### config.mk
export PLATFORM = sky130hd
export DESIGN_NAME = card_file_select_access
export DESIGN_NICKNAME = d
export VERILOG_FILES = /design/src/pkg/card_fs_pkg.sv /design/src/hdl/card_file_select_access.sv /design/src/hdl/access_check.sv /design/src/hdl/cyclic_pointer.sv
export SDC_FILE = /design/constraint.sdc
export NUM_CORES = 1
export LEC_CHECK = 0
export BUFFER_PORTS_ARGS = -buffer_cell sky130_fd_sc_hd__buf_2
export CAP_MARGIN = 10
export CELL_PAD_IN_SITES_DETAIL_PLACEMENT = 1
export CELL_PAD_IN_SITES_GLOBAL_PLACEMENT = 1
export CORE_AREA = 2 2 166 168
export DETAILED_ROUTE_END_ITERATION = 12
export DIE_AREA = 0 0 168 170
export HOLD_SLACK_MARGIN = 0.03
export PLACE_DENSITY_LB_ADDON = 0.1
export SYNTH_ARGS = -nofsm -noshare
export SYNTH_HDL_FRONTEND = slang
export SYNTH_SLANG_ARGS = --single-unit
### constraint.sdc
create_clock -name mclk -period 5.6 [get_ports mclk]
set_input_delay 1.12 -clock mclk [delete_from_list [all_inputs] [get_ports mclk]]
set_output_delay 1.12 -clock mclk [all_outputs]
set_load 0.03 [all_outputs]
### src/pkg/card_fs_pkg.sv
/*
 * Shared constants for the card file navigation and access gating logic.
 * Assumes a single card clock; all users refer to names as card_fs_pkg::name.
 */
`default_nettype none
package card_fs_pkg;
	// File type bytes held in the upper byte of a file identifier.
	localparam logic [7:0] TYPE_ROOT = 8'h3f;
	localparam logic [7:0] TYPE_DIR1 = 8'h7f;
	localparam logic [7:0] TYPE_DIR2 = 8'h5f;
	localparam logic [7:0] TYPE_EF0 = 8'h2f;
	localparam logic [7:0] TYPE_EF1 = 8'h6f;
	localparam logic [7:0] TYPE_EF2 = 8'h4f;
	// Identifier of the root directory.
	localparam logic [15:0] ROOT_FID = 16'h3f00;
	// Values after reset.
	localparam logic [15:0] FID_RESET = 16'h0000;
	localparam logic [7:0] REC_RESET = 8'h01;
	localparam logic [1:0] DEPTH_RESET = 2'h0;
	// Consecutive wrong attempts that revoke a holder code.
	localparam logic [1:0] WRONG_LIMIT = 2'h3;
	// Access level codes.
	localparam logic [3:0] LVL_ALWAYS = 4'h0;
	localparam logic [3:0] LVL_CODE_ONE = 4'h1;
	localparam logic [3:0] LVL_CODE_TWO = 4'h2;
	localparam logic [3:0] LVL_RESERVED = 4'h3;
	localparam logic [3:0] LVL_NEVER = 4'hf;
	// Command operations.
	localparam logic [2:0] OP_SELECT = 3'h0;
	localparam logic [2:0] OP_STATUS = 3'h1;
	localparam logic [2:0] OP_READ = 3'h2;
	localparam logic [2:0] OP_UPDATE = 3'h3;
	localparam logic [2:0] OP_SEEK = 3'h4;
	localparam logic [2:0] OP_INCREASE = 3'h5;
	localparam logic [2:0] OP_APP = 3'h6;
	localparam logic [2:0] OP_CODE_TWO = 3'h7;
	// Record addressing modes.
	localparam logic [1:0] MODE_CURRENT = 2'h0;
	localparam logic [1:0] MODE_ABSOLUTE = 2'h1;
	localparam logic [1:0] MODE_NEXT = 2'h2;
	localparam logic [1:0] MODE_PREVIOUS = 2'h3;
	// Response codes.
	localparam logic [2:0] RSP_OK = 3'h0;
	localparam logic [2:0] RSP_BAD_TARGET = 3'h1;
	localparam logic [2:0] RSP_DENIED = 3'h2;
	localparam logic [2:0] RSP_NO_EF = 3'h3;
	localparam logic [2:0] RSP_BAD_MODE = 3'h4;
	localparam logic [2:0] RSP_WRONG_DIR = 3'h5;
	localparam logic [2:0] RSP_NOT_INIT = 3'h6;
endpackage : card_fs_pkg
`default_nettype wire

### src/hdl/card_file_select_access.sv
/*
 * File navigation and access gating of a subscriber card: current directory,
 * current elementary file, cyclic record pointer and holder-code session rights.
 * Assumes commands arrive from logic on mclk, one at a time under cmd_ready.
 */
// Notes on behaviour
// - Full cyclic file overwrites its oldest record.
// - Record one follows record n, and back.
// - Newest record is number one, oldest n.
// - Cyclic updates use previous mode only.
// - Selecting cyclic file points at newest record.
// - Aborted action leaves record pointer unchanged.
// - At most 255 records of 255 bytes.
// - Session start selects the root directory.
// - Directory select clears the current elementary file.
// - File select keeps its parent as directory.
// - Application command runs only in its directory.
// - Only nearby files may be selected.
// - Selection by identifier, directory before its files.
// - Check the selected file's level before acting.
// - Read equals seek; select, status always allowed.
// - Level codes: open, one, two, reserved, operator, never.
// - Code one met by verify or unblock; disabled sets code_met only, not access.
// - Code two met only by verify or unblock.
// - Never level refused over the card interface.
// - Levels independent; one code grants no other.
// - Rights last the session; three wrong revoke.
// - Uninitialised code two refuses its commands.
// - Two-byte identifiers, first byte gives the type.
`default_nettype none
module card_file_select_access
(
	input wire logic mclk,
	input wire logic rst,
	input wire logic session_start,
	input wire logic cmd_valid,
	output logic cmd_ready,
	input wire logic [2:0] cmd_op,
	input wire logic [15:0] cmd_fid,
	input wire logic [15:0] cmd_parent_fid,
	input wire logic [15:0] cmd_dir_fid,
	input wire logic [1:0] cmd_mode,
	input wire logic [7:0] cmd_rec,
	input wire logic hdr_cyclic,
	input wire logic [7:0] hdr_rec_count,
	input wire logic [7:0] hdr_newest,
	input wire logic [3:0] hdr_lvl_read,
	input wire logic [3:0] hdr_lvl_update,
	input wire logic [3:0] hdr_lvl_increase,
	input wire logic act_done,
	input wire logic act_abort,
	input wire logic [1:0] code_verify_ok,
	input wire logic [1:0] code_verify_bad,
	input wire logic [1:0] code_unblock_ok,
	input wire logic code_one_disabled,
	input wire logic code_two_init,
	input wire logic operator_ok,
	output logic rsp_valid,
	output logic [2:0] rsp_code,
	output logic [7:0] rsp_rec_addr,
	output logic [15:0] cur_dir_fid,
	output logic [15:0] cur_ef_fid,
	output logic ef_valid,
	output logic [7:0] ptr_rec,
	output logic [7:0] newest_rec,
	output logic [1:0] code_met
);
	////////////////////////////////////////////////////////////////////////////
	// Declarations.
	typedef enum logic [0:0] {ST_IDLE, ST_PEND} state_t; // Command sequencer states.
	state_t state_q; // Idle, or holding a pointer move open for abort.
	logic [15:0] path_q [0:2]; // Directory path from root down to the current one.
	logic [1:0] depth_q; // Depth of the current directory.
	logic [15:0] ef_q; // Current elementary file identifier.
	logic ef_valid_q; // A current elementary file exists.
	logic cyclic_q; // Current elementary file is cyclic.
	logic [3:0] lvl_read_q; // Read and seek level of the current file.
	logic [3:0] lvl_update_q; // Update level of the current file.
	logic [3:0] lvl_increase_q; // Increase level of the current file.
	logic [1:0] met_q; // Session rights per holder code.
	logic [1:0] wrong_q [0:1]; // Consecutive wrong attempts per holder code.
	logic rsp_valid_q; // Response strobe.
	logic [2:0] rsp_code_q; // Response code.
	logic [7:0] rsp_rec_q; // Physical record of the last record action.
	logic take; // A command is taken this cycle.
	logic [1:0] tdepth; // Directory depth implied by the target type.
	logic t_is_dir; // Target is the root or a directory.
	logic t_known; // Target type byte is recognised.
	logic sel_ok; // Target is reachable from here.
	logic [3:0] lvl; // Level that governs the command.
	logic granted; // Level is satisfied.
	logic rec_op; // Command moves through cyclic records.
	logic [2:0] code_d; // Response code for the command.
	logic [15:0] cur_dir; // Current directory identifier.
	logic [15:0] up_dir; // Parent of the current directory.
	logic [7:0] target_phys; // Record slot the step addresses.
	logic [7:0] count_shadow_q; // Record count of the current cyclic file.

	assign take = cmd_valid && cmd_ready;
	assign cmd_ready = (state_q == ST_IDLE);
	assign cur_dir = path_q[depth_q];
	assign up_dir = (depth_q == 2'h0) ? path_q[0] : path_q[depth_q - 2'h1];

	////////////////////////////////////////////////////////////////////////////
	// Selection and command checks.

	// The type byte tells whether the target is a directory and how deep.
	always_comb
	begin
		t_known = 1'b1;
		t_is_dir = 1'b1;
		case (cmd_fid[15:8])
			card_fs_pkg::TYPE_ROOT: tdepth = 2'h0;
			card_fs_pkg::TYPE_DIR1: tdepth = 2'h1;
			card_fs_pkg::TYPE_DIR2: tdepth = 2'h2;
			card_fs_pkg::TYPE_EF0: tdepth = 2'h0;
			card_fs_pkg::TYPE_EF1: tdepth = 2'h1;
			card_fs_pkg::TYPE_EF2: tdepth = 2'h2;
			default: tdepth = 2'h0;
		endcase
		if (cmd_fid[15:8] == card_fs_pkg::TYPE_EF0 || cmd_fid[15:8] == card_fs_pkg::TYPE_EF1
			|| cmd_fid[15:8] == card_fs_pkg::TYPE_EF2)
			t_is_dir = 1'b0;
		else if (cmd_fid[15:8] != card_fs_pkg::TYPE_ROOT && cmd_fid[15:8] != card_fs_pkg::TYPE_DIR1
			&& cmd_fid[15:8] != card_fs_pkg::TYPE_DIR2)
			t_known = 1'b0;
		// Root, itself, last selected file, parent, child or sibling directory.
		sel_ok = t_known && ((cmd_fid == card_fs_pkg::ROOT_FID)
			|| (cmd_fid == cur_dir)
			|| (ef_valid_q && cmd_fid == ef_q)
			|| (depth_q != 2'h0 && cmd_fid == up_dir)
			|| (cmd_parent_fid == cur_dir && (t_is_dir ? tdepth == depth_q + 2'h1 : tdepth == depth_q))
			|| (t_is_dir && depth_q != 2'h0 && tdepth == depth_q && cmd_parent_fid == up_dir));
	end

	// Pick the level of the last selected file that governs the command.
	always_comb
	begin
		case (cmd_op)
			card_fs_pkg::OP_READ: lvl = lvl_read_q;
			card_fs_pkg::OP_SEEK: lvl = lvl_read_q;
			card_fs_pkg::OP_UPDATE: lvl = lvl_update_q;
			card_fs_pkg::OP_INCREASE: lvl = lvl_increase_q;
			default: lvl = card_fs_pkg::LVL_ALWAYS;
		endcase
	end

	access_check u_access_check
	(
		.level(lvl),
		.code_one_met(met_q[0]),
		.code_two_met(met_q[1]),
		.operator_ok(operator_ok),
		.granted(granted)
	);

	// Response code, with the first failing check taking priority.
	always_comb
	begin
		code_d = card_fs_pkg::RSP_OK;
		rec_op = 1'b0;
		case (cmd_op)
			card_fs_pkg::OP_SELECT:
				code_d = sel_ok ? card_fs_pkg::RSP_OK : card_fs_pkg::RSP_BAD_TARGET;
			card_fs_pkg::OP_STATUS:
				code_d = card_fs_pkg::RSP_OK;
			card_fs_pkg::OP_APP:
				code_d = (cmd_dir_fid == cur_dir) ? card_fs_pkg::RSP_OK : card_fs_pkg::RSP_WRONG_DIR;
			card_fs_pkg::OP_CODE_TWO:
				code_d = code_two_init ? card_fs_pkg::RSP_OK : card_fs_pkg::RSP_NOT_INIT;
			default:
			begin
				if (!ef_valid_q)
					code_d = card_fs_pkg::RSP_NO_EF;
				else if (!granted)
					code_d = card_fs_pkg::RSP_DENIED;
				else if (cyclic_q && cmd_op == card_fs_pkg::OP_UPDATE && cmd_mode != card_fs_pkg::MODE_PREVIOUS)
					code_d = card_fs_pkg::RSP_BAD_MODE;
				else if (cyclic_q && cmd_op == card_fs_pkg::OP_READ && cmd_mode == card_fs_pkg::MODE_ABSOLUTE
					&& (cmd_rec == 8'h00 || cmd_rec > count_shadow_q))
					code_d = card_fs_pkg::RSP_BAD_MODE;
				rec_op = cyclic_q && (cmd_op == card_fs_pkg::OP_READ || cmd_op == card_fs_pkg::OP_UPDATE
					|| cmd_op == card_fs_pkg::OP_INCREASE);
			end
		endcase
	end

	////////////////////////////////////////////////////////////////////////////
	// Directory path and current elementary file.

	// Session start returns to the root; selections move along the tree.
	always_ff @(posedge mclk or posedge rst)
	begin
		if (rst)
		begin
			path_q[0] <= card_fs_pkg::ROOT_FID;
			path_q[1] <= card_fs_pkg::FID_RESET;
			path_q[2] <= card_fs_pkg::FID_RESET;
			depth_q <= card_fs_pkg::DEPTH_RESET;
			ef_q <= card_fs_pkg::FID_RESET;
			ef_valid_q <= 1'b0;
		end
		else if (session_start)
		begin
			depth_q <= card_fs_pkg::DEPTH_RESET;
			ef_valid_q <= 1'b0;
		end
		else if (take && cmd_op == card_fs_pkg::OP_SELECT && sel_ok)
		begin
			if (t_is_dir)
			begin
				path_q[tdepth] <= cmd_fid;
				depth_q <= tdepth;
				ef_valid_q <= 1'b0;
			end
			else
			begin
				ef_q <= cmd_fid;
				ef_valid_q <= 1'b1;
			end
		end
	end

	// Header of the selected elementary file is latched at selection.
	always_ff @(posedge mclk or posedge rst)
	begin
		if (rst)
		begin
			cyclic_q <= 1'b0;
			lvl_read_q <= card_fs_pkg::LVL_NEVER;
			lvl_update_q <= card_fs_pkg::LVL_NEVER;
			lvl_increase_q <= card_fs_pkg::LVL_NEVER;
			count_shadow_q <= card_fs_pkg::REC_RESET;
		end
		else if (take && cmd_op == card_fs_pkg::OP_SELECT && sel_ok && !t_is_dir)
		begin
			cyclic_q <= hdr_cyclic;
			lvl_read_q <= hdr_lvl_read;
			lvl_update_q <= hdr_lvl_update;
			lvl_increase_q <= hdr_lvl_increase;
			count_shadow_q <= hdr_rec_count;
		end
	end

	////////////////////////////////////////////////////////////////////////////
	// Cyclic record pointer.

	cyclic_pointer u_cyclic_pointer
	(
		.mclk(mclk),
		.rst(rst),
		.load(take && cmd_op == card_fs_pkg::OP_SELECT && sel_ok && !t_is_dir && hdr_cyclic),
		.load_count(hdr_rec_count),
		.load_newest(hdr_newest),
		.step(take && rec_op && code_d == card_fs_pkg::RSP_OK),
		.step_write(cmd_op != card_fs_pkg::OP_READ),
		.step_mode(cmd_mode),
		.step_rec(cmd_rec),
		.restore(state_q == ST_PEND && act_abort),
		.ptr_q(ptr_rec),
		.newest_q(newest_rec),
		.target_phys(target_phys)
	);

	// A record move stays open until the action completes or aborts.
	always_ff @(posedge mclk or posedge rst)
	begin
		if (rst)
			state_q <= ST_IDLE;
		else
			case (state_q)
				ST_IDLE: if (take && rec_op && code_d == card_fs_pkg::RSP_OK)
					state_q <= ST_PEND;
				ST_PEND: if (act_done || act_abort)
					state_q <= ST_IDLE;
				default: state_q <= ST_IDLE;
			endcase
	end

	// Response registers, one cycle after a command is taken.
	always_ff @(posedge mclk or posedge rst)
	begin
		if (rst)
		begin
			rsp_valid_q <= 1'b0;
			rsp_code_q <= card_fs_pkg::RSP_OK;
			rsp_rec_q <= card_fs_pkg::REC_RESET;
		end
		else
		begin
			rsp_valid_q <= take;
			if (take)
				rsp_code_q <= code_d;
			// A refused record command is no action, so the last slot stands.
			if (take && rec_op && code_d == card_fs_pkg::RSP_OK)
				rsp_rec_q <= target_phys;
		end
	end

	////////////////////////////////////////////////////////////////////////////
	// Holder-code session rights, one copy per code.
	genvar gi;
	generate
		for (gi = 0; gi < 2; gi++)
		begin : g_code
			logic ok_in; // Successful verify or unblock of this code.
			assign ok_in = (code_verify_ok[gi] || code_unblock_ok[gi]) && (gi == 0 || code_two_init);
			// Wrong attempts survive session start; a success clears them.
			always_ff @(posedge mclk or posedge rst)
			begin
				if (rst)
				begin
					met_q[gi] <= 1'b0;
					wrong_q[gi] <= 2'h0;
				end
				else if (ok_in)
				begin
					met_q[gi] <= 1'b1;
					wrong_q[gi] <= 2'h0;
				end
				else
				begin
					// Session end and the third wrong attempt both clear; neither masks the other.
					if (session_start || (code_verify_bad[gi] && wrong_q[gi] + 2'h1 == card_fs_pkg::WRONG_LIMIT))
						met_q[gi] <= 1'b0;
					if (code_verify_bad[gi] && wrong_q[gi] != card_fs_pkg::WRONG_LIMIT)
						wrong_q[gi] <= wrong_q[gi] + 2'h1;
				end
			end
		end
	endgenerate

	////////////////////////////////////////////////////////////////////////////
	// Outputs.
	assign code_met = {met_q[1], met_q[0] || code_one_disabled};
	assign rsp_valid = rsp_valid_q;
	assign rsp_code = rsp_code_q;
	assign rsp_rec_addr = rsp_rec_q;
	assign cur_dir_fid = cur_dir;
	assign cur_ef_fid = ef_q;
	assign ef_valid = ef_valid_q;
endmodule : card_file_select_access
`default_nettype wire

### src/hdl/access_check.sv
/*
 * Combinational decode of one four-bit access level against session rights.
 * Assumes the caller supplies the level of the last selected file.
 */
`default_nettype none
module access_check
(
	input wire logic [3:0] level,
	input wire logic code_one_met,
	input wire logic code_two_met,
	input wire logic operator_ok,
	output logic granted
);
	// Each level is decoded on its own; no level implies another.
	always_comb
	begin
		granted = 1'b0;
		if (level == card_fs_pkg::LVL_ALWAYS)
			granted = 1'b1;
		else if (level == card_fs_pkg::LVL_CODE_ONE)
			granted = code_one_met;
		else if (level == card_fs_pkg::LVL_CODE_TWO)
			granted = code_two_met;
		else if (level == card_fs_pkg::LVL_RESERVED)
			granted = 1'b0;
		else if (level != card_fs_pkg::LVL_NEVER)
			granted = operator_ok;
		else
			granted = 1'b0;
	end
endmodule : access_check
`default_nettype wire

### src/hdl/cyclic_pointer.sv
/*
 * Record pointer of the selected cyclic file, kept as a record number by age.
 * Assumes step, load and restore are single-cycle pulses on mclk.
 */
`default_nettype none
module cyclic_pointer
(
	input wire logic mclk,
	input wire logic rst,
	input wire logic load,
	input wire logic [7:0] load_count,
	input wire logic [7:0] load_newest,
	input wire logic step,
	input wire logic step_write,
	input wire logic [1:0] step_mode,
	input wire logic [7:0] step_rec,
	input wire logic restore,
	output logic [7:0] ptr_q,
	output logic [7:0] newest_q,
	output logic [7:0] target_phys
);
	logic [7:0] count_q; // Records in the file, 1 to 255.
	logic [7:0] save_ptr_q; // Pointer before the last step.
	logic [7:0] save_newest_q; // Newest slot before the last step.
	logic [7:0] succ; // Successor of the pointer.
	logic [7:0] pred; // Predecessor of the pointer.
	logic [7:0] target; // Record number the step addresses.
	logic [8:0] sum; // Physical slot before wrapping.

	// Neighbours wrap between the last and the first record.
	always_comb
	begin
		succ = (ptr_q == count_q) ? 8'h01 : ptr_q + 8'h01;
		pred = (ptr_q == 8'h01) ? count_q : ptr_q - 8'h01;
		case (step_mode)
			card_fs_pkg::MODE_ABSOLUTE: target = step_rec;
			card_fs_pkg::MODE_NEXT: target = succ;
			card_fs_pkg::MODE_PREVIOUS: target = pred;
			default: target = ptr_q;
		endcase
		if (step_write)
			target = count_q;
		sum = {1'b0, newest_q} + {1'b0, target} - 9'h001;
		if (sum > {1'b0, count_q})
			sum = sum - {1'b0, count_q};
		target_phys = sum[7:0];
	end

	// Pointer, newest slot and the copies used to undo an aborted action.
	always_ff @(posedge mclk or posedge rst)
	begin
		if (rst)
		begin
			ptr_q <= card_fs_pkg::REC_RESET;
			newest_q <= card_fs_pkg::REC_RESET;
			count_q <= card_fs_pkg::REC_RESET;
			save_ptr_q <= card_fs_pkg::REC_RESET;
			save_newest_q <= card_fs_pkg::REC_RESET;
		end
		else if (load)
		begin
			ptr_q <= card_fs_pkg::REC_RESET;
			newest_q <= load_newest;
			count_q <= load_count;
		end
		else if (restore)
		begin
			ptr_q <= save_ptr_q;
			newest_q <= save_newest_q;
		end
		else if (step)
		begin
			save_ptr_q <= ptr_q;
			save_newest_q <= newest_q;
			ptr_q <= step_write ? card_fs_pkg::REC_RESET : target;
			if (step_write)
				newest_q <= target_phys;
		end
	end
endmodule : cyclic_pointer
`default_nettype wire

After elaboration in Yosys (flattened, before gate mapping)
Index checks and enable logic that the tools add are counted.
- input bits: 105
- bits in registers: 147
- output and inout bits: 64
- logic and storage cells: 214
- mux-type cells: 60
- $add $sub $neg: 9
- reductions and logical operators: 67
- eq/ne operators: 40
- order comparisons: 6
- bitwise operators: 8
- operators with widths (kind ; count):
    16-bit == test ; 6
    16-bit 2-to-1 mux ; 6
    8-bit 2-to-1 mux ; 12
    16-bit binary-select mux with 2-bit select ; 2
    48-bit bitwise mux ; 1
    16-bit demux with 2-bit select ; 1
    8-bit by 7-bit == test with 1-bit output, second input constant ; 4
    1-bit logical AND ; 29
    8-bit case mux with 3 select lines ; 1
    1-bit 2-to-1 mux ; 20
    3-bit 2-to-1 mux ; 6
    16-bit by 14-bit == test with 1-bit output, second input constant ; 1
    1-bit logical OR ; 16
    8-bit by 7-bit != test with 1-bit output, second input constant ; 2
    2-bit 2-to-1 mux ; 7
    3-bit == test, second input constant ; 4
    3-bit case mux with 4 select lines ; 1
    4-bit case mux with 3 select lines ; 1
    2-bit nonzero test ; 6
    8-bit by 8-bit adder with 9-bit output ; 1
    3-bit >= comparator, second input constant ; 3
    9-bit by 8-bit > comparator with 1-bit output ; 1
    2-bit NOT with 3-bit output ; 3
    3-bit AND reduction ; 3
    other kinds (33) ; 53

Logic depth before layout (Yosys ltp)
Gate-level depths: netlist of the first run.
- depth in word-level cells: 19
- gate-level depth with buffers: 30
- gate-level depth less buffers: 28

Hierarchy
From an unflattened synthesis of the first run, not the netlist that was laid out.
- cell total of the unflattened synthesis: 1125
- area, all modules: 10770.3 um^2
- by module, submodules not included (module ; area each (um^2) ; instances ; cells an instance ; sequential area each (um^2)):
    card_file_select_access ; 7135.6 ; 1 ; 718 ; 2702.6
    cyclic_pointer ; 3585.9 ; 1 ; 399 ; 1007.2
    access_check ; 48.8 ; 1 ; 8 ; 0.0

Worst setup path before layout of the first run
OpenSTA, ideal clock, no wires.
- kind: register -> register
- start: reg u_cyclic_pointer.ptr_q[5]
- end: reg rsp_rec_q[4] (netlist: rsp_rec_addr[4])
- path buffers: 2
- data required time: 5.475 ns
- period minus slack after synthesis: 5.615 ns
- library setup time: 0.125 ns
- setup slack: -0.015 ns
- cell stages (with the launch flop): 28
- data arrival time: 5.491 ns
- cell sequence: dfrtp_1 -> clkbuf_1 -> nor4_1 -> nor4bb_1 -> clkbuf_1 -> nand2_1 -> o211ai_1 -> o21ai_0 -> a221o_1 -> nor2_1 -> a21oi_1 -> ha_1 -> inv_1 -> ha_1 -> inv_1 -> fa_1 -> nor2b_1 -> o21ai_0 -> nand2b_1 -> xor2_1 -> ha_1 -> or3_1 -> o21ai_0 -> a211oi_1 -> o21ai_0 -> nand2_1 -> mux2_2 -> mux2_2
- longest elaborated chain between the ends: 8
- elaborated cells on any way between the ends: 13
- classes of those cells: add/sub (5); order compare (1); eq/ne (2); mux (5)
- RTL lines (what ; RTL line ; RTL):
    from (decl) ; cyclic_pointer.sv:18 ; output logic [7:0] ptr_q,
    from (signal assigned) ; cyclic_pointer.sv:54 ; ptr_q <= card_fs_pkg::REC_RESET;
    from (signal assigned) ; cyclic_pointer.sv:62 ; ptr_q <= card_fs_pkg::REC_RESET;
    from (signal assigned) ; cyclic_pointer.sv:68 ; ptr_q <= save_ptr_q;
    8-bit by 1-bit subtractor with 8-bit output (tied with other cells) ; cyclic_pointer.sv:34 ; pred = (ptr_q == 8'h01) ? count_q : ptr_q - 8'h01;
    8-bit 2-to-1 mux (on tied branches) ; cyclic_pointer.sv:34, cyclic_pointer.sv:33 ;
    8-bit case mux with 3 select lines (*) ; cyclic_pointer.sv:35 ; case (step_mode)
    8-bit 2-to-1 mux (*) ; cyclic_pointer.sv:41 ; if (step_write)
    8-bit by 8-bit adder with 9-bit output (*) ; cyclic_pointer.sv:43 ; sum = {1'b0, newest_q} + {1'b0, target} - 9'h001;
    9-bit by 1-bit subtractor with 9-bit output (*) ; cyclic_pointer.sv:43 ;
    9-bit by 8-bit > comparator with 1-bit output or 8-bit subtractor (tied branches) ; cyclic_pointer.sv:44, cyclic_pointer.sv:45 ;
    8-bit 2-to-1 mux (*) ; cyclic_pointer.sv:44 ; if (sum > {1'b0, count_q})
    to (signal assigned) ; card_file_select_access.sv:287 ; rsp_rec_q <= card_fs_pkg::REC_RESET;
    to (signal assigned) ; card_file_select_access.sv:296 ; rsp_rec_q <= target_phys;
    to (decl) ; card_file_select_access.sv:84 ; logic [7:0] rsp_rec_q;
Mark *: on every way between the ends. The rest lies on a longest branch, timed or not.
A chain may end at the register's enable or synchronous reset.

Final worst setup path of the first run
- start: reg u_cyclic_pointer.ptr_q[0]
- end: reg rsp_rec_q[4] (netlist: rsp_rec_addr[4])
- longest elaborated chain between the ends: 8
- elaborated cells on any way between the ends: 13
- classes of those cells: add/sub (5); order compare (1); eq/ne (2); mux (5)
- RTL lines (what ; RTL line):
    8-bit by 1-bit subtractor with 8-bit output (tied with other cells) ; cyclic_pointer.sv:34
    8-bit 2-to-1 mux (on tied branches) ; cyclic_pointer.sv:34, cyclic_pointer.sv:33
    8-bit case mux with 3 select lines (*) ; cyclic_pointer.sv:35
    8-bit 2-to-1 mux (*) ; cyclic_pointer.sv:41
    8-bit by 8-bit adder with 9-bit output (*) ; cyclic_pointer.sv:43
    9-bit by 1-bit subtractor with 9-bit output (*) ; cyclic_pointer.sv:43
    8-bit subtractor or 9-bit by 8-bit > comparator with 1-bit output (tied branches) ; cyclic_pointer.sv:45, cyclic_pointer.sv:44
    8-bit 2-to-1 mux (*) ; cyclic_pointer.sv:44
Marked as above.

==> flow_metrics.py, run 1 <==
metrics = {
    "sta": {
        "fin_crit_sh_pct": 95.8,
        "slew_headroom_pct": 42.2,
        "layout_setup_ws_ns": 0.238,
        "final-setup-viol-count": 0,
        "hold_viol_final": 0,
        "skew_ns": 0.0143,
        "finalMaxSlewViolations": 0,
        "fin_crit_ns": 5.36,
        "tightest_slew_ns": 0.861,
        "fmax_ghz": 0.186,
    },
    "die": {
        "die_y_um": 170,
        "core_sq_mm": 0.0267,
        "start_util_pct": 39.4,
        "die-area_sq_mm": 0.0286,
        "die_w_um": 168,
        "pin_count": 169,
        "placement_rows": 60,
    },
    "cells_and_area": {
        "seqCellArea_sq_mm": 0.00371,
        "design_area_sq_mm": 0.0130,
        "nFillCells": 3061,
        "multi_input_area_sq_mm": 0.00647,
        "drive_above_1_share_pct": 34.7,
        "num_antenna_cells": 0,
        "nNetsFinal": 1453,
        "syn_to_final_growth_pct": 23.6,
    },
    "logic_synthesis": {
        "yosysTopAreaCell": "dfrtp_1",
        "ys_types": 74,
        "synth_area_per_cell_sq_um": 9.57,
        "async_flop_share_pct": 100,
        "yosys_register_bits": 147,
        "synth_top_area_share_pct": 29.1,
        "yosys_warnings": 0,
        "postSynthCellCount": 1098,
        "synth.area.top_cells": "dfrtp_1 29%, mux2_2 7.9%, dfstp_2 6.3%",
        "synth_nets": 1244,
        "netlist_area_sq_mm": 0.0105,
        "synth_edf_count": 0,
        "yosys_most_used_dff": "dfrtp_1",
        "yosysSeqAreaShare_pct": 35.3,
    },
    "pwr": {
        "swShare_pct": 31.5,
        "clkPwrFrac_pct": 41.3,
        "vdd_ir_drop_max_mv": 0.146,
        "p_per_area_mw_per_mm2": 220,
        "switchingPower_uw": 900,
        "pwr-share-comb_pct": 20.8,
        "p_int_uw": 1960,
        "leakage_uw": 0.00600,
        "p_seq_share_pct": 37.9,
    },
    "clocking": {
        "clockBufferDepth": 2,
        "numCtsBuffers": 17,
        "htreeDepth": 4,
        "cts_tree": "yes",
        "clkTransAtPathRegs_ns": 0.07,
        "cts_sinks": 147,
        "clk-insertion-delay-late_ns": 0.44,
        "root_buffer": "clkbuf_16",
    },
    "worst_hold_path": {
        "holdPathEnd": "rsp_rec_addr[1]$_DFFE_PP0P_",
        "min_from": "rsp_rec_addr[1]$_DFFE_PP0P_",
        "hold_class": "reg2reg",
        "hold_depth": 2,
    },
    "placement": {
        "dp.final_hpwl_um": 26900,
        "dp_slack_ns": -0.0346,
        "portBuffers": 168,
        "placed_cell_area_sq_mm": 0.0122,
        "gp_congestion": 0.884,
    },
    "global_routing": {
        "antenna_found_initial": 2,
        "overflow": 0,
        "grt_pass1_vias": 9578,
        "grt_max_degree": 87,
        "track_usage_pct": 25.1,
        "grt_pass1_wl_um": 55600,
    },
    "drt": {
        "drtIter0Drc": 565,
        "dr.pass1.iters": 6,
        "vias": 9279,
        "drt-total-wl_um": 35600,
        "post_drt_wl_per_cell_um": 21.4,
        "vias_per_cell": 5.59,
        "drc": 0,
        "postRouteAntennaNets": 0,
    },
    "setup_path": {
        "crit_path_max_fanout": 12,
        "r2r_slack_ns": 0.24,
        "critPathSlowestCell": "dfstp_2",
        "cp-end-kind": "flop",
        "crit_type": "reg2reg",
        "rr_worst_depth": 26,
        "critPathMostFrequentCell": "ha_1",
        "arrival_ns": 5.68,
        "worstPathRequired_ns": 5.92,
        "critPathMaxStageDelay_ns": 0.53,
        "reg2reg_from": "u_cyclic_pointer.ptr_q[0]$_DFFE_PP1P_",
        "startpoint_type": "flop",
        "reg2reg_to": "rsp_rec_addr[4]$_DFFE_PP0P_",
    },
    "status": {
        "run_status": "complete, no violations",
    },
    "run": {
        "maxCapViolCount": 0,
    },
}
critical path: cells and delay by family, from the launching register on:
family / cells / cell delay [ns]
AO/OA/AOI/OAI: 6 / 0.64
XOR/XNOR: 2 / 0.34
adder cells (fa/ha/maj): 4 / 1.31
buffers and inverters: 4 / 0.63
flip-flops: 1 / 0.53
multiplexers: 3 / 0.67
AND/OR/NAND/NOR: 7 / 1.13
cells in the final DEF (no fill, tap or decap), drive strengths merged, types with 6 or more instances in the layout:
master and instances:
nor2 31, o2bb2ai 12, o31ai 10, nor3 34, clkinv 10, dfstp 25
o22ai 10, inv 68, nor3b 8, buf 258, a211oi 9, or2 25
nor4bb 6, nand3 9, nand4b 6, nand4 17, nand2b 21, xor2 51
clkbuf 17, nand2 67, o211a 7, a222oi 14, and2b 9, nor2b 46
mux2 76, mux2i 36, o221ai 7, o21a 9, dfrtp 122, a221oi 10
or3 11, o21ai 46, nor4 26, a21oi 32, ha 39, a21o 7
o211ai 9, xnor2 66
what timing repair did:
item	CTS	global route
gates resized for setup	1	45
pin swaps	0	12
hold buffers	0	0
cloned	0	0
buffers inserted	0	1
setup endpoints to repair	9	16
cell type report:
| cell class | instances | area share [%] |
|---|---|---|
| clock buffers | 17 | 3.28 |
| clock inverters | 15 | 1.44 |
| inverters | 63 | 1.86 |
| multi-input cells | 820 | 49.8 |
| flip-flops and latches | 147 | 28.6 |
| well taps | 341 | 3.29 |
| repair buffers | 258 | 11.8 |
layer usage:
metal	global-route usage [%]	up-vias	wire length [um]
met3	4.19	36	1560
met4	5.97	4	557
met2	44.4	242	17900
met5	0	-	29
met1	31.9	4625	15500
li1	-	4372	-
registers in the layout, summed over array words and instances (netlist names), 8 cells and up:
register,flops
u_cyclic_pointer.newest_q,8
u_cyclic_pointer.count_q,8
rsp_rec_addr,8
cur_ef_fid,16
path_q,48
u_cyclic_pointer.save_ptr_q,8
u_cyclic_pointer.save_newest_q,8
count_shadow_q,8
u_cyclic_pointer.ptr_q,8
power groups by stage:
stage          Combinational (uW)  Clock [uW]  Sequential (uW)
2_1_floorplan                 274           0             1110
3_3_place_gp                  515           0             1100
3_5_place_dp                  518           0             1100
4_1_cts                       526        1210             1080
5_1_grt                       654        1260             1090
6_report                      596        1180             1080
Yosys cell counts (all sizes together), types with 10 or more instances:
cell type / n
o2bb2ai: 12
nor2: 31
a21oi: 32
xnor2: 66
nor2b: 46
o31ai: 10
mux2: 76
nor3: 34
nand2: 67
o21ai: 46
nand4: 17
clkbuf: 51
a222oi: 14
xor2: 51
or2: 25
mux2i: 36
nand2b: 21
o22ai: 10
dfstp: 25
a221oi: 10
ha: 39
inv: 62
or3: 11
dfrtp: 122
buf: 17
nor4: 26
cell families after synthesis:
| family | Yosys count | synth area share (%) |
|---|---|---|
| adders and majority gates | 41 | 5.03 |
| DFF | 147 | 35.3 |
| AOI/OAI and AO/OA | 218 | 15.1 |
| xor gates and xnor gates | 117 | 9.75 |
| muxes | 112 | 11.6 |
| buffers and inverters | 131 | 5.13 |
| and+or+nand+nor | 332 | 18.1 |
how the worst max path moves through the flow:
stage                                                    end  slack, ns                             startpoint  depth (start not counted)
CTS                 u_cyclic_pointer.newest_q[3]$_DFFE_PP0P_       0.02  u_cyclic_pointer.ptr_q[4]$_DFFE_PP0P_                         25
detailed placement  u_cyclic_pointer.newest_q[1]$_DFFE_PP0P_      -0.03                            cmd_mode[1]                         23
global placement    u_cyclic_pointer.newest_q[3]$_DFFE_PP0P_       0.13                            cmd_mode[1]                         23
floorplan                        rsp_rec_addr[4]$_DFFE_PP0P_       0.07  u_cyclic_pointer.ptr_q[5]$_DFFE_PP0P_                         27
finish                           rsp_rec_addr[4]$_DFFE_PP0P_       0.24  u_cyclic_pointer.ptr_q[0]$_DFFE_PP1P_                         26
global route        u_cyclic_pointer.newest_q[6]$_DFFE_PP0P_      -0.05  u_cyclic_pointer.ptr_q[0]$_DFFE_PP1P_                         27
metrics by stage:
stage          cells  utilization (%)  setup TNS (ns)  total power [uW]  hold slack [ns]
2_1_floorplan   1098                -               0              1390            0.450
3_3_place_gp    1628             45.6               0              1620            0.462
3_5_place_dp    1628             45.6         -0.0889              1620            0.470
4_1_cts         1660             47.9               0              2820            0.485
5_1_grt         1661             48.7          -0.272              2990            0.504
6_report        1661             48.7               0              2860            0.481
(Power assumes the default switching activity.)
==> inputs of run 2 (changes only) <==
--- a/config.mk
+++ b/config.mk
@@ -8,10 +8,10 @@
 export BUFFER_PORTS_ARGS = -buffer_cell sky130_fd_sc_hd__buf_2
 export CAP_MARGIN = 10
 export CELL_PAD_IN_SITES_DETAIL_PLACEMENT = 1
-export CELL_PAD_IN_SITES_GLOBAL_PLACEMENT = 1
-export CORE_AREA = 2 2 166 168
+export CELL_PAD_IN_SITES_GLOBAL_PLACEMENT = 2
+export CORE_AREA = 2 2 182 184
 export DETAILED_ROUTE_END_ITERATION = 12
-export DIE_AREA = 0 0 168 170
+export DIE_AREA = 0 0 184 186
 export HOLD_SLACK_MARGIN = 0.03
 export PLACE_DENSITY_LB_ADDON = 0.1
 export SYNTH_ARGS = -nofsm -noshare
==> flow_metrics.py, run 2 (synthesized netlist as in run 1, its figures left out) <==
metrics = {
    "clocking": {
        "root_buffer": "clkbuf_16",
        "numCtsBuffers": 17,
        "cts_sinks": 147,
        "clk-insertion-delay-late_ns": 0.44,
        "htreeDepth": 4,
        "clockBufferDepth": 2,
        "cts_tree": "yes",
        "clkTransAtPathRegs_ns": 0.07,
    },
    "die": {
        "die_w_um": 184,
        "core_sq_mm": 0.0322,
        "start_util_pct": 32.6,
        "die-area_sq_mm": 0.0342,
        "die_y_um": 186,
        "pin_count": 169,
        "placement_rows": 66,
    },
    "run": {
        "maxCapViolCount": 0,
    },
    "sta": {
        "skew_ns": 0.0167,
        "slew_headroom_pct": 38.3,
        "finalMaxSlewViolations": 0,
        "fin_crit_ns": 5.27,
        "hold_slack_ns": 0.482,
        "hold_viol_final": 0,
        "layout_setup_ws_ns": 0.332,
        "fin_crit_sh_pct": 94.1,
        "tightest_slew_ns": 0.916,
        "final-setup-viol-count": 0,
        "fmax_ghz": 0.190,
    },
    "setup_path": {
        "cp-end-kind": "flop",
        "worstPathRequired_ns": 5.92,
        "critPathSlowestCell": "dfstp_2",
        "critPathMaxStageDelay_ns": 0.55,
        "startpoint_type": "flop",
        "crit_path_max_fanout": 7,
        "r2r_slack_ns": 0.33,
        "arrival_ns": 5.59,
        "rr_worst_depth": 29,
        "crit_type": "reg2reg",
    },
    "drt": {
        "drc": 0,
        "postRouteAntennaNets": 0,
        "drtIter0Drc": 515,
        "drt-total-wl_um": 37500,
        "dr.pass1.iters": 7,
        "vias": 9242,
        "post_drt_wl_per_cell_um": 21.8,
        "vias_per_cell": 5.38,
    },
    "cells_and_area": {
        "nFillCells": 3724,
        "mostFrequentLayoutCells": "168 x buf_2, 122 x dfrtp_1, 78 x buf_4",
        "finalCoreUtilization_pct": 40.1,
        "final_common_cell": "buf_2",
        "largest_reg_flops": 48,
        "top_register": "path_q",
        "nNetsFinal": 1442,
        "drive_above_1_share_pct": 33.9,
        "syn_to_final_growth_pct": 22.9,
        "num_antenna_cells": 0,
    },
    "placement": {
        "portBuffers": 168,
        "gp_congestion": 0.834,
        "dp.final_hpwl_um": 28300,
        "dp_slack_ns": -0.0516,
    },
    "pwr": {
        "p_per_area_mw_per_mm2": 216,
        "leakage_uw": 0.00593,
        "vdd_ir_drop_max_mv": 0.200,
    },
    "global_routing": {
        "track_usage_pct": 22.1,
        "overflow": 0,
        "grt_max_degree": 63,
        "antenna_found_initial": 1,
        "grt_pass1_vias": 9466,
        "grt_pass1_wl_um": 57200,
    },
    "worst_hold_path": {
        "hold_depth": 2,
        "hold_class": "reg2reg",
    },
    "status": {
        "run_status": "complete, no violations",
    },
}
[run 2: cell types whose count changed in the layout (fill, tap and decap cells not counted), sizes merged]
cell,previous run,this run
buf,258,247
clkbuf,17,19
clkinv,10,5
clkinvlp,0,2
inv,68,69
[run 2: final timing paths]
kind | from | endpoint
max reg2reg | u_cyclic_pointer.ptr_q[0]$_DFFE_PP1P_ | u_cyclic_pointer.newest_q[6]$_DFFE_PP0P_
max | u_cyclic_pointer.ptr_q[0]$_DFFE_PP1P_ | u_cyclic_pointer.newest_q[6]$_DFFE_PP0P_
max in group asynchronous | rst | u_cyclic_pointer.save_ptr_q[1]$_DFFE_PP0P_
min | u_cyclic_pointer.save_newest_q[0]$_DFFE_PP1P_ | u_cyclic_pointer.save_newest_q[0]$_DFFE_PP1P_
min in group asynchronous | rst | cur_ef_fid[9]$_DFFE_PP0P_
min reg2reg | u_cyclic_pointer.save_newest_q[0]$_DFFE_PP1P_ | u_cyclic_pointer.save_newest_q[0]$_DFFE_PP1P_
[run 2: layout make-up]
cell class / count / area, sq um / share of cell area (%)
multi-input cells: 820 / 6440 / 49.9
flip-flops and latches: 147 / 3710 / 28.7
repair buffers: 247 / 1440 / 11.2
well taps: 408 / 510 / 3.95
clock buffers: 19 / 453 / 3.51
inverters: 63 / 241 / 1.87
clock inverters: 13 / 113 / 0.872
[run 2: worst max-delay path: cells and delay by family, from the launching register on]
family          cells  cell delay, ns
compound gates      9            1.16
xor+xnor            1            0.15
fa+ha+maj           5            1.13
buf+inv             5            0.61
flops               1            0.55
mux                 2            0.48
simple gates        7            1.10
[run 2: per-layer routing]
metal / share of wire [%] / routed length (um) / GRT usage, % / up-vias
li1: - / - / - / 4345
met1: 45 / 16900 / 28.8 / 4660
met2: 50 / 18700 / 38.5 / 202
met3: 3.5 / 1310 / 3.62 / 33
met4: 1.4 / 532 / 5.18 / 2
met5: 0.035 / 13 / 0 / -
[run 2: power by group]
group          total, uW  switching (uW)  internal (uW)
combinational        560             304            256
sequential          1080            9.45           1070
clock               1140             537            605
[run 2: timing repair]
item | CTS | global route
resized for setup | 1 | 33
pin swaps | 0 | 7
setup buffers | 0 | 3
setup endpoints to repair | 1 | 16
hold buffers | 0 | 0
gates cloned | 0 | 0
[run 2: stage by stage]
stage	cells	total power (uW)	cell area [sq um]	setup TNS, ns
finish	1717	2790	12900	0
global route	1717	2920	12900	-0.0238
CTS	1714	2780	12700	0
detailed placement	1682	1610	12100	-0.0721
global placement	1682	1600	12100	0
floorplan	1098	1390	10500	0
==> inputs of run 3 (changes only) <==
--- a/config.mk
+++ b/config.mk
@@ -9,9 +9,9 @@
 export CAP_MARGIN = 10
 export CELL_PAD_IN_SITES_DETAIL_PLACEMENT = 1
 export CELL_PAD_IN_SITES_GLOBAL_PLACEMENT = 2
-export CORE_AREA = 2 2 182 184
+export CORE_AREA = 2 2 168 170
 export DETAILED_ROUTE_END_ITERATION = 12
-export DIE_AREA = 0 0 184 186
+export DIE_AREA = 0 0 170 172
 export HOLD_SLACK_MARGIN = 0.03
 export PLACE_DENSITY_LB_ADDON = 0.1
 export SYNTH_ARGS = -nofsm -noshare
==> constraint.sdc (replaced) <==
create_clock -name mclk -period 6.6 [get_ports mclk]
set_input_delay 1.32 -clock mclk [delete_from_list [all_inputs] [get_ports mclk]]
set_output_delay 1.32 -clock mclk [all_outputs]
set_load 0.03 [all_outputs]
==> flow_metrics.py, run 3 (synthesized netlist as in run 1, its figures left out) <==
metrics = {
    "setup_path": {
        "worstPathRequired_ns": 6.91,
        "crit_type": "reg2reg",
        "cp-end-kind": "flop",
        "arrival_ns": 6.22,
        "startpoint_type": "flop",
        "crit_path_max_fanout": 13,
        "r2r_slack_ns": 0.69,
    },
    "clocking": {
        "numCtsBuffers": 17,
        "postCtsHoldBufs": 0,
        "cts_tree": "yes",
        "cts_sinks": 147,
        "clockBufferDepth": 2,
        "root_buffer": "clkbuf_16",
        "htreeDepth": 4,
        "clk-insertion-delay-late_ns": 0.43,
        "clkTransAtPathRegs_ns": 0.08,
    },
    "sta": {
        "rsz0062_at_grt": "false",
        "setup_tns_ns": 0,
        "tightest_slew_ns": 1.19,
        "hold_viol_final": 0,
        "fmax_ghz": 0.169,
        "skew_ns": 0.0172,
        "slew_headroom_pct": 20.2,
        "final-setup-viol-count": 0,
        "fin_crit_sh_pct": 89.5,
        "fin_crit_ns": 5.91,
        "layout_setup_ws_ns": 0.692,
        "finalMaxSlewViolations": 0,
    },
    "die": {
        "die_y_um": 172,
        "die_w_um": 170,
        "pin_count": 169,
        "die-area_sq_mm": 0.0292,
        "placement_rows": 61,
        "core_sq_mm": 0.0275,
        "start_util_pct": 38.2,
    },
    "cells_and_area": {
        "drive_above_1_share_pct": 29.1,
        "syn_to_final_growth_pct": 16.7,
        "mostFrequentLayoutCells": "168 x buf_2, 122 x dfrtp_1, 74 x mux2_2",
        "top_register": "path_q",
        "final_common_cell": "buf_2",
        "nFillCells": 3164,
        "num_antenna_cells": 0,
        "largest_reg_flops": 48,
        "nNetsFinal": 1386,
        "design_area_sq_mm": 0.0123,
    },
    "placement": {
        "gp_congestion": 0.862,
        "dp_slack_ns": 0.295,
        "portBuffers": 168,
        "dp.final_hpwl_um": 26100,
        "placed_cell_area_sq_mm": 0.0117,
    },
    "drt": {
        "drc": 0,
        "drtIter0Drc": 554,
        "vias_per_cell": 5.61,
        "drt-total-wl_um": 34900,
        "post_drt_wl_per_cell_um": 21.8,
        "vias": 8967,
        "postRouteAntennaNets": 0,
        "dr.pass1.iters": 5,
    },
    "pwr": {
        "leakage_uw": 0.00563,
        "p_per_area_mw_per_mm2": 186,
        "vdd_ir_drop_max_mv": 0.123,
    },
    "global_routing": {
        "antenna_found_initial": 2,
        "grt_pass1_wl_um": 54400,
        "track_usage_pct": 24.2,
        "overflow": 0,
        "grt_pass1_vias": 9461,
        "grt_max_degree": 104,
    },
    "worst_hold_path": {
        "hold_class": "reg2reg",
    },
    "status": {
        "run_status": "complete, no violations",
    },
    "run": {
        "maxCapViolCount": 0,
    },
}
-- run 3: stage by stage --
stage	std cells	utilization, %	total power [uW]	hold WS [ns]
CTS	1599	44.6	2310	0.481
detailed placement	1567	42.4	1300	0.464
finish	1599	44.6	2280	0.474
global route	1599	44.6	2390	0.500
floorplan	1098	-	1180	0.450
global placement	1567	42.4	1290	0.463
-- run 3: final cells by class --
type / instances / area, sq um / area share [%]
clock buffers: 17 / 425 / 3.47
clock inverters: 15 / 163 / 1.33
inverters: 63 / 241 / 1.97
multi-input cells: 820 / 6270 / 51.2
flip-flops and latches: 147 / 3710 / 30.3
well taps: 346 / 433 / 3.53
repair buffers: 191 / 1010 / 8.27
-- run 3: path summary, 6_finish.rpt --
| check | start | endpoint | depth (start not counted) |
|---|---|---|---|
| hold / removal | rsp_rec_addr[7]$_DFFE_PP0P_ | rsp_rec_addr[7]$_DFFE_PP0P_ | 1 |
| min in group asynchronous | rst | wrong_q[2]$_DFFE_PP0P_ | 2 |
| hold reg to reg | rsp_rec_addr[7]$_DFFE_PP0P_ | rsp_rec_addr[7]$_DFFE_PP0P_ | 1 |
| setup / recovery | u_cyclic_pointer.ptr_q[0]$_DFFE_PP1P_ | u_cyclic_pointer.newest_q[5]$_DFFE_PP0P_ | 23 |
| setup reg to reg | u_cyclic_pointer.ptr_q[0]$_DFFE_PP1P_ | u_cyclic_pointer.newest_q[5]$_DFFE_PP0P_ | 23 |
| max in group asynchronous | rst | depth_q[1]$_DFFE_PP0P_ | 3 |
-- run 3: metal layers --
| layer | share of wire [%] | track usage (%) | up-vias |
|---|---|---|---|
| li1 | - | - | 4232 |
| met4 | 1.8 | 6.43 | 4 |
| met1 | 45 | 30.4 | 4478 |
| met5 | 0.083 | 0 | - |
| met3 | 3.7 | 4.01 | 45 |
| met2 | 50 | 43.2 | 208 |
-- run 3: worst max-delay path, stage by stage (launching register included) --
cell and delay [ns]:
dfstp_2 0.69, ha_1 0.25, nor4bb_1 0.29, buf_4 0.23, mux2i_1 0.11, o22ai_1 0.21, a21oi_1 0.06, nor4_1 0.41
a21oi_1 0.09, ha_1 0.33, fa_1 0.47, nor2b_1 0.12, o21ai_0 0.08, nand2b_1 0.12, xor2_1 0.21, ha_1 0.32
or3_1 0.35, o21ai_0 0.12, a211oi_1 0.12, o21ai_0 0.19, nand2_1 0.30, mux2i_1 0.30, a221oi_1 0.11, mux2_2 0.29
-- run 3: where the power goes --
group | internal (uW) | switching, uW
sequential | 911 | 9.71
clock | 537 | 470
combinational | 142 | 215
-- run 3: repair_timing --
item / in CTS / in global routing
resized for setup: 0 / 1
endpoints found under the setup margin: 0 / 1
setup buffers: 0 / 0
